[src/pkg/timekeeping_regs.svh]
/*
 * Register offsets, bit positions, reset values and timing constants
 * of the timekeeping page.
 * Assumes the byte-wide memory access port of the serial command logic.
 */
`ifndef TIMEKEEPING_REGS_SVH
`define TIMEKEEPING_REGS_SVH

// ==========================================================
// Page placement
`define TK_PAGE_NUM 11'h010
`define TK_DATA_PAGES 16
`define TK_PAGE_BYTES 30
`define TK_OFF_LAST 5'h1d

// ==========================================================
// Byte offsets within the page
`define TK_OFF_STATUS 5'h00
`define TK_OFF_CONTROL 5'h01
`define TK_OFF_RTC 5'h02
`define TK_OFF_ITV 5'h07
`define TK_OFF_CYC 5'h0c
`define TK_OFF_RTC_ALM 5'h10
`define TK_OFF_ITV_ALM 5'h15
`define TK_OFF_CYC_ALM 5'h1a
`define TK_LEN5 5'h05
`define TK_LEN4 5'h04

// ==========================================================
// Status bits
`define ST_RTC_FLAG 0
`define ST_ITV_FLAG 1
`define ST_CYC_FLAG 2
`define ST_IEN_LSB 3
`define ST_IEN_RESET 3'h7

// ==========================================================
// Control bits
`define CT_WP_LSB 0
`define CT_RO 3
`define CT_OSC 4
`define CT_AUTO 5
`define CT_STOP 6
`define CT_LINE_FILTER_DELAY_SEL 7
`define CT_RESET 8'h00

// ==========================================================
// Timing
`define MCLK_HZ 200000000
`define XTAL_HZ 32768
`define TICKS_PER_SEC 256
`define XTAL_PER_TICK (`XTAL_HZ / `TICKS_PER_SEC)
`define LONG_DELAY_US 123000
`define SHORT_DELAY_US 3500
`define US_PER_SEC 1000000
`define LONG_DELAY_XT ((64'(`LONG_DELAY_US) * `XTAL_HZ) / `US_PER_SEC)
`define SHORT_DELAY_XT ((`SHORT_DELAY_US * `XTAL_HZ) / `US_PER_SEC)
`define UNMAPPED_READ 8'hff

`endif

[src/pkg/timekeeping_pkg.sv]
/*
 * Types shared by the timekeeping counters.
 * Assumes nothing beyond a SystemVerilog compiler.
 */
package timekeeping_pkg;

    typedef logic [39:0] count40_t;
    typedef logic [31:0] count32_t;

    typedef enum logic [1:0] {
        EXP_NONE = 2'b00,
        EXP_READ_ONLY = 2'b01,
        EXP_ID_ONLY = 2'b10
    } expire_t;

endpackage : timekeeping_pkg

[src/verilog/line_level_filter.sv]
/*
 * Level filter for the single-wire I/O line.
 * Assumes the line is synchronous to mclk and a one-cycle crystal tick.
 */
`include "timekeeping_regs.svh"

module line_level_filter #(
    parameter int CNT_W = 13
) (
    // Clock and reset
    input wire logic mclk,
    input wire logic srst,
    // Time base and select
    input wire logic xtal_tick,
    input wire logic long_sel,
    // Line
    input wire logic line_in,
    // Filtered result
    output logic level,
    output logic fall
);

    logic [CNT_W-1:0] hold_cnt;
    logic [CNT_W-1:0] limit;

    assign limit = long_sel ? CNT_W'(`LONG_DELAY_XT) : CNT_W'(`SHORT_DELAY_XT);

    // ======================================================
    // Persistence counter
    always_ff @(posedge mclk) begin
        if (srst || line_in == level) begin
            hold_cnt <= '0;
        end else if (xtal_tick) begin
            hold_cnt <= hold_cnt + 1'b1;
        end
    end

    // ======================================================
    // Accepted level and falling event
    always_ff @(posedge mclk) begin
        if (srst) begin
            level <= 1'b0;
            fall <= 1'b0;
        end else if (line_in != level && xtal_tick && hold_cnt + 1'b1 >= limit) begin
            level <= line_in;
            fall <= ~line_in;
        end else begin
            fall <= 1'b0;
        end
    end

endmodule : line_level_filter

[src/verilog/timekeeping_counters_alarms.sv]
/*
 * Timekeeping page: seconds clock, interval timer, cycle counter,
 * alarms, protection and expiration, with snapshot holding registers.
 * Assumes a byte-wide memory access port from the serial command logic
 * and a one-cycle pulse at the eighth bit of a read-memory command.
 */
`include "timekeeping_regs.svh"

// What this block does
// - Oscillator control bit runs or halts time base
// - Counters and square wave hold while stopped
// - Snapshot counters at eighth read-command bit
// - Clock: five bytes, 256 counts per second
// - Interval timer: five bytes, 256 per second
// - Auto mode follows filtered I/O level
// - Mode bit selects automatic or manual gating
// - Manual: start/stop zero counts, one holds
// - Delay bit selects long or short filter
// - Cycle count increments on filtered falling edge
// - Counter equal alarm sets its flag
// - Active-low enables gate flags onto interrupt
// - Write protect locks counter, alarm, control
// - Protected alarm expires: read-only or ID-only
// - Status and control are first two bytes
// - Page after sixteen data pages, thirty bytes
module timekeeping_counters_alarms #(
    parameter int OSC_DIV = `MCLK_HZ / `XTAL_HZ,
    parameter int FILT_W = 13
) (
    // Clock and reset
    input wire logic mclk,
    input wire logic srst,
    // Memory access port
    input wire logic [15:0] mem_addr,
    input wire logic mem_wr_en,
    input wire logic [7:0] mem_wr_data,
    input wire logic wp_arm,
    input wire logic mem_rd_en,
    output logic [7:0] mem_rd_data,
    output logic mem_rd_valid,
    input wire logic read_cmd_bit8,
    // Single-wire I/O line
    input wire logic io_line,
    // Open-drain outputs
    output logic irq_out,
    output logic irq_oe,
    output logic seconds_square_out,
    output logic seconds_square_oe,
    // Expiration state
    output logic device_read_only,
    output logic device_id_only
);

    // ======================================================
    // Helper functions
    function automatic logic in_field(input logic [4:0] off, input logic [4:0] base,
                                      input logic [4:0] len);
        in_field = (off >= base) && (off < base + len);
    endfunction : in_field

    function automatic logic [39:0] set_byte(input logic [39:0] v, input logic [2:0] i,
                                             input logic [7:0] b);
        logic [39:0] r;
        r = v;
        r[i*8 +: 8] = b;
        set_byte = r;
    endfunction : set_byte

    function automatic logic [7:0] get_byte(input logic [39:0] v, input logic [2:0] i);
        get_byte = v[i*8 +: 8];
    endfunction : get_byte

    // ======================================================
    // Declarations
    logic [31:0] osc_cnt;
    logic xtal_tick;
    logic [6:0] prescale;
    logic tick256;
    logic [7:0] control;
    logic [2:0] wp;
    logic [2:0] ien_n;
    logic [2:0] flags;
    logic [2:0] hit;
    timekeeping_pkg::count40_t rtc;
    timekeeping_pkg::count40_t itv;
    timekeeping_pkg::count32_t cyc;
    timekeeping_pkg::count40_t rtc_alm;
    timekeeping_pkg::count40_t itv_alm;
    timekeeping_pkg::count32_t cyc_alm;
    timekeeping_pkg::count40_t rtc_hold;
    timekeeping_pkg::count40_t itv_hold;
    timekeeping_pkg::count32_t cyc_hold;
    timekeeping_pkg::expire_t expire;
    timekeeping_pkg::expire_t next_expire;
    logic [4:0] off;
    logic page_hit;
    logic wr_ok;
    logic wr;
    logic rd;
    logic io_level;
    logic io_fall;
    logic itv_run;
    logic [7:0] next_rd_data;

    // ======================================================
    // Address decode
    assign off = mem_addr[4:0];
    assign page_hit = (mem_addr[15:5] == `TK_PAGE_NUM) && (off <= `TK_OFF_LAST);
    assign wr_ok = (expire == timekeeping_pkg::EXP_NONE);
    assign wr = mem_wr_en && page_hit && wr_ok;
    assign rd = mem_rd_en && page_hit;

    // ======================================================
    // Crystal time base
    always_ff @(posedge mclk) begin
        if (srst || !control[`CT_OSC]) begin
            osc_cnt <= '0;
            xtal_tick <= 1'b0;
        end else if (osc_cnt == 32'(OSC_DIV - 1)) begin
            osc_cnt <= '0;
            xtal_tick <= 1'b1;
        end else begin
            osc_cnt <= osc_cnt + 32'h0000_0001;
            xtal_tick <= 1'b0;
        end
    end

    always_ff @(posedge mclk) begin
        if (srst) begin
            prescale <= '0;
        end else if (xtal_tick) begin
            prescale <= prescale + 7'h01;
        end
    end

    assign tick256 = xtal_tick && (prescale == 7'(`XTAL_PER_TICK - 1));

    // ======================================================
    // I/O line filter
    line_level_filter #(
        .CNT_W(FILT_W)
    ) u_filter (
        .mclk(mclk),
        .srst(srst),
        .xtal_tick(xtal_tick),
        .long_sel(control[`CT_LINE_FILTER_DELAY_SEL]),
        .line_in(io_line),
        .level(io_level),
        .fall(io_fall)
    );

    // Interval gating
    assign itv_run = control[`CT_AUTO] ? io_level : ~control[`CT_STOP];

    // ======================================================
    // Control and write protect
    always_ff @(posedge mclk) begin
        if (srst) begin
            control <= `CT_RESET;
        end else if (wr && off == `TK_OFF_CONTROL && wp == 3'h0 && !wp_arm) begin
            control <= mem_wr_data;
        end
    end

    always_ff @(posedge mclk) begin
        if (srst) begin
            wp <= 3'h0;
        end else if (wr && off == `TK_OFF_CONTROL && wp == 3'h0 && wp_arm) begin
            wp <= mem_wr_data[`CT_WP_LSB +: 3];
        end
    end

    // ======================================================
    // Status: enables and alarm flags
    always_ff @(posedge mclk) begin
        if (srst) begin
            ien_n <= `ST_IEN_RESET;
        end else if (wr && off == `TK_OFF_STATUS) begin
            ien_n <= mem_wr_data[`ST_IEN_LSB +: 3];
        end
    end

    assign hit[`ST_RTC_FLAG] = (rtc == rtc_alm);
    assign hit[`ST_ITV_FLAG] = (itv == itv_alm);
    assign hit[`ST_CYC_FLAG] = (cyc == cyc_alm);

    always_ff @(posedge mclk) begin
        if (srst) begin
            flags <= 3'h0;
        end else if (rd && off == `TK_OFF_STATUS) begin
            flags <= hit;
        end else begin
            flags <= flags | hit;
        end
    end

    // ======================================================
    // Seconds clock
    always_ff @(posedge mclk) begin
        if (srst) begin
            rtc <= '0;
        end else if (wr && !wp[0] && in_field(off, `TK_OFF_RTC, `TK_LEN5)) begin
            rtc <= set_byte(rtc, 3'(off - `TK_OFF_RTC), mem_wr_data);
        end else if (tick256) begin
            rtc <= rtc + 40'h00_0000_0001;
        end
    end

    // Interval timer
    always_ff @(posedge mclk) begin
        if (srst) begin
            itv <= '0;
        end else if (wr && !wp[1] && in_field(off, `TK_OFF_ITV, `TK_LEN5)) begin
            itv <= set_byte(itv, 3'(off - `TK_OFF_ITV), mem_wr_data);
        end else if (tick256 && itv_run) begin
            itv <= itv + 40'h00_0000_0001;
        end
    end

    // Cycle counter
    always_ff @(posedge mclk) begin
        if (srst) begin
            cyc <= '0;
        end else if (wr && !wp[2] && in_field(off, `TK_OFF_CYC, `TK_LEN4)) begin
            cyc <= 32'(set_byte({8'h00, cyc}, 3'(off - `TK_OFF_CYC), mem_wr_data));
        end else if (io_fall) begin
            cyc <= cyc + 32'h0000_0001;
        end
    end

    // ======================================================
    // Alarm registers
    always_ff @(posedge mclk) begin
        if (srst) begin
            rtc_alm <= '1;
            itv_alm <= '1;
            cyc_alm <= '1;
        end else if (wr) begin
            if (!wp[0] && in_field(off, `TK_OFF_RTC_ALM, `TK_LEN5)) begin
                rtc_alm <= set_byte(rtc_alm, 3'(off - `TK_OFF_RTC_ALM), mem_wr_data);
            end
            if (!wp[1] && in_field(off, `TK_OFF_ITV_ALM, `TK_LEN5)) begin
                itv_alm <= set_byte(itv_alm, 3'(off - `TK_OFF_ITV_ALM), mem_wr_data);
            end
            if (!wp[2] && in_field(off, `TK_OFF_CYC_ALM, `TK_LEN4)) begin
                cyc_alm <= 32'(set_byte({8'h00, cyc_alm}, 3'(off - `TK_OFF_CYC_ALM),
                                        mem_wr_data));
            end
        end
    end

    // ======================================================
    // Snapshot holding registers
    always_ff @(posedge mclk) begin
        if (srst) begin
            rtc_hold <= '0;
            itv_hold <= '0;
            cyc_hold <= '0;
        end else if (read_cmd_bit8) begin
            rtc_hold <= rtc;
            itv_hold <= itv;
            cyc_hold <= cyc;
        end
    end

    // ======================================================
    // Expiration
    always_comb begin
        next_expire = expire;
        if (expire == timekeeping_pkg::EXP_NONE && |(hit & wp)) begin
            next_expire = control[`CT_RO] ? timekeeping_pkg::EXP_READ_ONLY
                                          : timekeeping_pkg::EXP_ID_ONLY;
        end
    end

    always_ff @(posedge mclk) begin
        if (srst) begin
            expire <= timekeeping_pkg::EXP_NONE;
        end else begin
            expire <= next_expire;
        end
    end

    always_ff @(posedge mclk) begin
        if (srst) begin
            device_read_only <= 1'b0;
            device_id_only <= 1'b0;
        end else begin
            device_read_only <= (next_expire == timekeeping_pkg::EXP_READ_ONLY);
            device_id_only <= (next_expire == timekeeping_pkg::EXP_ID_ONLY);
        end
    end

    // ======================================================
    // Read mux
    always_comb begin
        next_rd_data = 8'h00;
        if (expire == timekeeping_pkg::EXP_ID_ONLY || !page_hit) begin
            next_rd_data = `UNMAPPED_READ;
        end else if (off == `TK_OFF_STATUS) begin
            next_rd_data = {2'b00, ien_n, flags};
        end else if (off == `TK_OFF_CONTROL) begin
            next_rd_data = {control[7:3], wp};
        end else if (in_field(off, `TK_OFF_RTC, `TK_LEN5)) begin
            next_rd_data = get_byte(rtc_hold, 3'(off - `TK_OFF_RTC));
        end else if (in_field(off, `TK_OFF_ITV, `TK_LEN5)) begin
            next_rd_data = get_byte(itv_hold, 3'(off - `TK_OFF_ITV));
        end else if (in_field(off, `TK_OFF_CYC, `TK_LEN4)) begin
            next_rd_data = get_byte({8'h00, cyc_hold}, 3'(off - `TK_OFF_CYC));
        end else if (in_field(off, `TK_OFF_RTC_ALM, `TK_LEN5)) begin
            next_rd_data = get_byte(rtc_alm, 3'(off - `TK_OFF_RTC_ALM));
        end else if (in_field(off, `TK_OFF_ITV_ALM, `TK_LEN5)) begin
            next_rd_data = get_byte(itv_alm, 3'(off - `TK_OFF_ITV_ALM));
        end else begin
            next_rd_data = get_byte({8'h00, cyc_alm}, 3'(off - `TK_OFF_CYC_ALM));
        end
    end

    always_ff @(posedge mclk) begin
        if (srst) begin
            mem_rd_data <= 8'h00;
            mem_rd_valid <= 1'b0;
        end else begin
            mem_rd_valid <= mem_rd_en;
            if (mem_rd_en) begin
                mem_rd_data <= next_rd_data;
            end
        end
    end

    // ======================================================
    // Interrupt and square wave pins
    always_ff @(posedge mclk) begin
        if (srst) begin
            irq_out <= 1'b0;
            irq_oe <= 1'b0;
            seconds_square_out <= 1'b0;
            seconds_square_oe <= 1'b0;
        end else begin
            irq_out <= 1'b0;
            irq_oe <= |(flags & ~ien_n);
            seconds_square_out <= 1'b0;
            seconds_square_oe <= ~rtc[7];
        end
    end

endmodule : timekeeping_counters_alarms

[config.mk]
export PLATFORM = sky130hd
export DESIGN_NAME = timekeeping_counters_alarms
export DESIGN_NICKNAME = d
export VERILOG_FILES = /design/src/pkg/timekeeping_pkg.sv /design/src/verilog/line_level_filter.sv /design/src/verilog/timekeeping_counters_alarms.sv
export VERILOG_INCLUDE_DIRS = /design/src /design/src/pkg
export SDC_FILE = /design/constraint.sdc
export NUM_CORES = 1
export LEC_CHECK = 0
export BUFFER_PORTS_ARGS = -buffer_cell sky130_fd_sc_hd__clkbuf_2
export CAP_MARGIN = 20
export CORE_UTILIZATION = 45
export CTS_CLUSTER_DIAMETER = 50
export CTS_CLUSTER_SIZE = 30
export DETAILED_ROUTE_END_ITERATION = 12
export MAX_ROUTING_LAYER = met4
export PLACE_DENSITY = 0.58
export SYNTH_ARGS = -nofsm -noshare
export SYNTH_HDL_FRONTEND = slang
export SYNTH_HIERARCHICAL = 1
export SYNTH_SLANG_ARGS = --single-unit
export TNS_END_PERCENT = 1
[constraint.sdc]
create_clock -name mclk -period 5.6 [get_ports mclk]
set_clock_uncertainty 0.05 [all_clocks]
set_input_delay 1.12 -clock mclk [delete_from_list [all_inputs] [get_ports mclk]]
set_output_delay 1.12 -clock mclk [all_outputs]
set_load 0.005 [all_outputs]
==> flow_summary.ini, run 1 <==
[timing]
fin_crit_ns = 4.20
final-setup-viol-count = 0
finalSetupTns_ns = 0
fmax_ghz = 0.238
finalCritPeriodShare_pct = 75.0
tightest_slew_ns = 1.21
grt_setup_unrepaired = no
timing.hold.ws_ns = 0.439
slew_headroom_pct = 18.9
drv_slew = 0
final_hold_viol_count = 0

[clock_network]
postCtsSetupRepairBufs = 0
clkSinkCount = 420
cts_resized = 0
clock_tree.root_cell = clkbuf_16
h-tree-depth = 2
hold_buffers = 0
cts_buffer_depth = 3
cts_made_buffers = 52
cts_tree = done
clkLatencyLatePin_ns = 0.63
path_clk_slew_ns = 0.06

[synthesis]
synth_edf_count = 0
synth_top_family_by_area = simple AND/OR/NAND/NOR gates
synth-adder-area-share_pct = 1.83
avgSynthCellArea_um2 = 8.58
synth_compound_area_share_pct = 17.9
ys.flop_type = dfxtp_1
synthCells = 2793
ys.warnings.count = 6
synth_xor_area_share_pct = 7.16
ys_seq_elements = 420
synthSimpleGateAreaFrac_pct = 23.0
synth-async-reset-ratio_pct = 0
syn_area_um2 = 24000
yosysUniqueCellTypes = 107
muxShareOfSynthArea_pct = 9.97
yosysSeqAreaShare_pct = 35.1

[drt]
wl_um = 101000
wire_per_inst_um = 29.2
vias = 23100
drtIter0Drc = 2975
met3_length_um = 10300
drtAntennaViolNets = 0
vias_per_cell = 6.68
route.met2.wl_um = 42300
dr.pass1.iters = 7
routed.top_layer = met4
wl_met1_um = 43700
drc = 0

[worst_hold_path]
holdPathStages = 2
holdPathEnd = rtc_hold[30]
hp-start = rtc_hold[30]
hold_class = flop to flop

[floorplan]
pin_count = 46
die_y_um = 233
die_area_um2 = 54200
start_util_pct = 45.6
core-area_um2 = 52600
rows = 84
die_x_um = 233

[placement]
gp_congestion = 1.03
hpwl_um = 72600
io_buffers = 43

[pwr]
power_leakage_nw = 9.40
p_per_area_nw_per_um2 = 275
ir_drop_mv = 0.290

[worst_setup_path]
cp_common_cell = ha_1
critPathTopFamily = compound AO/OA/AOI/OAI gates
reg2reg_to = itv[3]
path_cells = clkbuf_2, ha_1, ha_1, buf_4, clkinv_1, ha_1, inv_1, a2111o_1, nor4_1, a21oi_1, o21ai_0, a21oi_1
cp_slowest_cell = nor4_1
cp-start-kind = input port
worst-path-max-fanout = 16
critPathCaptureType = flop
crit_type = input port to flop
path_buf_inv = 4
worstPathArrival_ns = 4.60
timing.rr.start = wp[1]
required_ns = 6.00
ff2ff_path_depth = 7
r2r_setup_slack_ns = 2.32
slowest_delay_ns = 0.63

[final_layout]
synthToLayoutAreaGrowth_pct = 10.2
final.fill_count = 5053
nets = 2788
drive_gt1_share_pct = 10.6

[run_status]
status = completed

[global_routing]
grt_pass1_wl_um = 147000
grt_start_max_net_pins = 153
antenna_found_initial = 3
overflow = 0
grt_use_total_pct = 38.0
grt_pass1_vias = 20900

[job]
cap_violations = 0
==> cell type report <==
class | count | area [um^2] | share of cell area (%)
flip-flops and latches | 420 | 8410 | 31.8
clock buffers | 57 | 1390 | 5.27
inverters | 52 | 196 | 0.744
well taps | 688 | 861 | 3.26
multi-input cells | 2100 | 14400 | 54.4
clock inverters | 41 | 509 | 1.93
repair buffers | 96 | 666 | 2.52
diodes | 3 | 7.51 | 0.0284
==> placed cells by master, fill, tap and decap left out, types with 48 or more instances in the layout <==
cell type / count
o21ai_0: 76
a21oi_1: 129
dfxtp_1: 420
a211o_1: 49
xor2_1: 159
nand4_1: 70
buf_4: 50
nor2_1: 272
clkbuf_16: 54
nor3_1: 108
nand2_1: 257
nor4_1: 55
mux2i_1: 161
inv_1: 48
nand3_1: 107
==> per-layer routing <==
| layer | vias to the layer above | GRT usage (%) |
|---|---|---|
| met1 | 11300 | 52.6 |
| li1 | 10200 | - |
| met3 | 241 | 7.12 |
| met5 | - | - |
| met4 | 0 | 16.2 |
| met2 | 1327 | 53.5 |
==> flip-flops by register name (all words and copies together) (netlist names), 40 cells and up <==
| register | cells |
|---|---|
| itv | 40 |
| itv_alm | 40 |
| itv_hold | 40 |
| rtc | 40 |
| rtc_alm | 40 |
| rtc_hold | 40 |
==> power breakdown <==
group          switching (mW)  internal (mW)
logic                   0.420          0.137
registers              0.0180           3.00
clock network            1.56           2.14
==> worst max-delay path by stage <==
stage,endpoint,slack (ns),depth (start not counted),start
global route,itv[34],1.26,12,mem_addr[1]
detailed placement,itv[29],0.92,12,mem_addr[1]
finish,itv[37],1.40,12,mem_addr[1]
global placement,itv[28],0.84,9,mem_addr[1]
floorplan,itv_alm[10],1.16,15,mem_addr[0]
CTS,itv[29],1.56,12,mem_addr[1]
==> worst register-to-register path, cell delays in order, from the launching register on <==
cell      delay, ns
dfxtp_1        0.42
nor4b_2        0.35
and3_1         0.43
nand3_2        0.51
nand2_1        0.67
buf_4          0.34
o21ai_0        0.12
a221oi_1       0.28
==> cell families after synthesis <==
logic type,count (synthesis)
xor gates and xnor gates,196
other,1
DFF,420
buffers and inverters,274
and+or+nand+nor,1076
adders and majority gates,35
AOI/OAI and AO/OA,591
muxes,200
==> synth_stat cells, drive strengths merged, types with 6 or more instances <==
| cell | instances | area, um^2 |
|---|---|---|
| and4 | 24 | 211 |
| a221o | 6 | 60.1 |
| o32a | 13 | 130 |
| o32ai | 19 | 166 |
| clkbuf | 133 | 514 |
| a2111oi | 6 | 96.3 |
| nand4 | 76 | 522 |
| a21oi | 130 | 654 |
| o21a | 7 | 52.6 |
| nor3 | 111 | 566 |
| a21o | 9 | 67.6 |
| mux2i | 161 | 1610 |
| a221oi | 27 | 243 |
| a31oi | 45 | 282 |
| ha | 35 | 438 |
| mux4 | 30 | 676 |
| or4 | 12 | 90.1 |
| nand2b | 11 | 68.8 |
| a32oi | 8 | 70.1 |
| or3 | 18 | 119 |
| o211ai | 21 | 158 |
| dfxtp | 420 | 8410 |
| nor4 | 67 | 558 |
| nor4b | 8 | 97.6 |
| o22ai | 16 | 100 |
| nand3 | 109 | 556 |
| a22oi | 19 | 148 |
| and2 | 28 | 175 |
| a211oi | 28 | 228 |
| inv | 50 | 188 |
| a211o | 49 | 429 |
| buf | 87 | 488 |
| nor2 | 272 | 1020 |
| nand2 | 259 | 977 |
| xor2 | 159 | 1390 |
| mux2 | 9 | 101 |
| a2bb2oi | 6 | 52.6 |
| o21ai | 80 | 400 |
| o31ai | 12 | 109 |
| o2bb2ai | 8 | 70.1 |
| xnor2 | 37 | 324 |
| and3 | 40 | 251 |
| nor2b | 17 | 106 |
| o311ai | 39 | 342 |
==> per-stage QoR <==
stage               setup slack [ns]  cells  area, um^2  total power, mW  utilization, %
global route                    1.26   3455       26400             7.43            50.2
detailed placement             0.915   3354       24500             3.62            46.6
finish                          1.40   3457       26400             7.27            50.2
CTS                             1.56   3452       26400             7.28            50.2
floorplan                       1.16   2794       24000             3.39               -
global placement               0.835   3352       24400             3.62            46.5
No activity file was read; power rests on OpenSTA's default activity.
==> run 2: changes to the inputs <==
==> constraint.sdc (replaced) <==
create_clock -name mclk -period 3.88 [get_ports mclk]
set_clock_uncertainty 0.05 [all_clocks]
set_input_delay 0.776 -clock mclk [delete_from_list [all_inputs] [get_ports mclk]]
set_output_delay 0.776 -clock mclk [all_outputs]
set_load 0.005 [all_outputs]
==> flow_summary.ini, run 2 (synthesized netlist as in run 1, its figures left out) <==
[clock_network]
clock_tree.root_cell = clkbuf_16
cts_buffer_depth = 3
cts_tree = done
postCtsSetupRepairBufs = 0
clkLatencyLatePin_ns = 0.65
cts_resized = 0
cts_made_buffers = 58
path_clk_slew_ns = 0.06
h-tree-depth = 2
hold_buffers = 0
clkSinkCount = 420

[worst_setup_path]
crit_type = input port to flop
cp-start-kind = input port
cp_common_cell = ha_1
cp_slowest_cell = or4_1
path_cells = clkbuf_2, ha_1, ha_1, clkinv_1, ha_1, inv_1, a2111o_1, or4_1, o22a_1, o32ai_1
critPathCaptureType = flop
required_ns = 4.38
path_buf_inv = 3
worst-path-max-fanout = 8
worstPathArrival_ns = 3.71
critPathTopFamily = compound AO/OA/AOI/OAI gates
slowest_delay_ns = 0.72

[floorplan]
core-area_um2 = 52600
die_x_um = 233
die_area_um2 = 54200
pin_count = 46
rows = 84
start_util_pct = 45.6
die_y_um = 233

[drt]
wl_um = 105000
vias_per_cell = 6.57
vias = 23600
drtIter0Drc = 3056
wire_per_inst_um = 29.2
drc = 0
drtAntennaViolNets = 0
dr.pass1.iters = 6

[global_routing]
overflow = 0
grt_use_total_pct = 39.3
grt_start_max_net_pins = 83
grt_pass1_vias = 21500
grt_pass1_wl_um = 151000
antenna_found_initial = 6

[final_layout]
synthToLayoutAreaGrowth_pct = 15.3
mostFrequentLayoutCell = dfxtp_1
final_area_um2 = 27600
final_cell_mix = dfxtp_1 (420), nor2_1 (272), nand2_1 (257), buf_4 (176), mux2i_1 (161)
final.fill_count = 5005
final_core_util_pct = 52.6
fin_cells = 3599
nets = 2922
drive_gt1_share_pct = 14.8

[timing]
final_hold_viol_count = 0
fmax_ghz = 0.312
finalSetupTns_ns = 0
drv_slew = 0
finalCritPeriodShare_pct = 82.7
slew_headroom_pct = 30.3
tightest_slew_ns = 1.04
timing.hold.ws_ns = 0.290
grt_setup_unrepaired = no
fin_crit_ns = 3.21
fin_ws_ns = 0.673
final-setup-viol-count = 0

[placement]
gp_congestion = 1.02
hpwl_um = 78300
place_area_um2 = 25500
pre_cts_slack_ns = 0.0640
io_buffers = 43
dp.cells = 3482

[worst_hold_path]
hold_class = input port to flop

[run_status]
status = completed

[pwr]
p_comb_share_pct = 7.8
pwr-share-clk_pct = 53.1
seq_power_share_pct = 39.1
cell_internal_pwr_mw = 8.06
netSwitchingFraction_pct = 27.7
p_sw_mw = 3.08
p_per_area_nw_per_um2 = 403
ir_drop_mv = 0.370
power_leakage_nw = 10.2
p_total_mw = 11.1

[job]
cap_violations = 0
==> run 2: power groups by stage <==
stage	Clock (mW)	Combinational, mW	Sequential, mW
3_5_place_dp	0	0.840	4.45
2_1_floorplan	0	0.458	4.43
5_1_grt	6.16	0.891	4.35
3_3_place_gp	0	0.835	4.45
6_report	5.92	0.873	4.35
4_1_cts	5.96	0.842	4.35
==> run 2: path summary, 6_finish.rpt <==
path	startpoint	endpoint	slack [ns]	depth (start not counted)
hold / removal	io_line	u_filter/fall	0.29	2
setup reg to reg	rtc[1]	rtc[36]	0.78	7
setup / recovery	mem_addr[1]	itv[18]	0.67	10
hold reg to reg	cyc_hold[4]	cyc_hold[4]	0.44	2
==> run 2: final cells by class <==
| type | instances | area (um^2) | area share, % |
|---|---|---|---|
| Timing Repair Buffer | 224 | 1640 | 5.93 |
| Sequential cell | 420 | 8410 | 30.4 |
| Tap cell | 688 | 861 | 3.11 |
| Antenna cell | 6 | 15.0 | 0.0543 |
| Inverter | 52 | 198 | 0.715 |
| Multi-Input combinational cell | 2100 | 14400 | 51.9 |
| Clock buffer | 67 | 1570 | 5.66 |
| Clock inverter | 42 | 598 | 2.16 |
==> run 2: metal layers <==
layer | part of all wire, % | wire, um | track usage (%) | up-vias
met2 | 42 | 44200 | 55.5 | 1314
met5 | 0 | 0 | - | -
met3 | 9.9 | 10400 | 8.71 | 263
met1 | 43 | 45600 | 53.6 | 11600
met4 | 4.5 | 4710 | 16.3 | 0
li1 | - | - | - | 10500
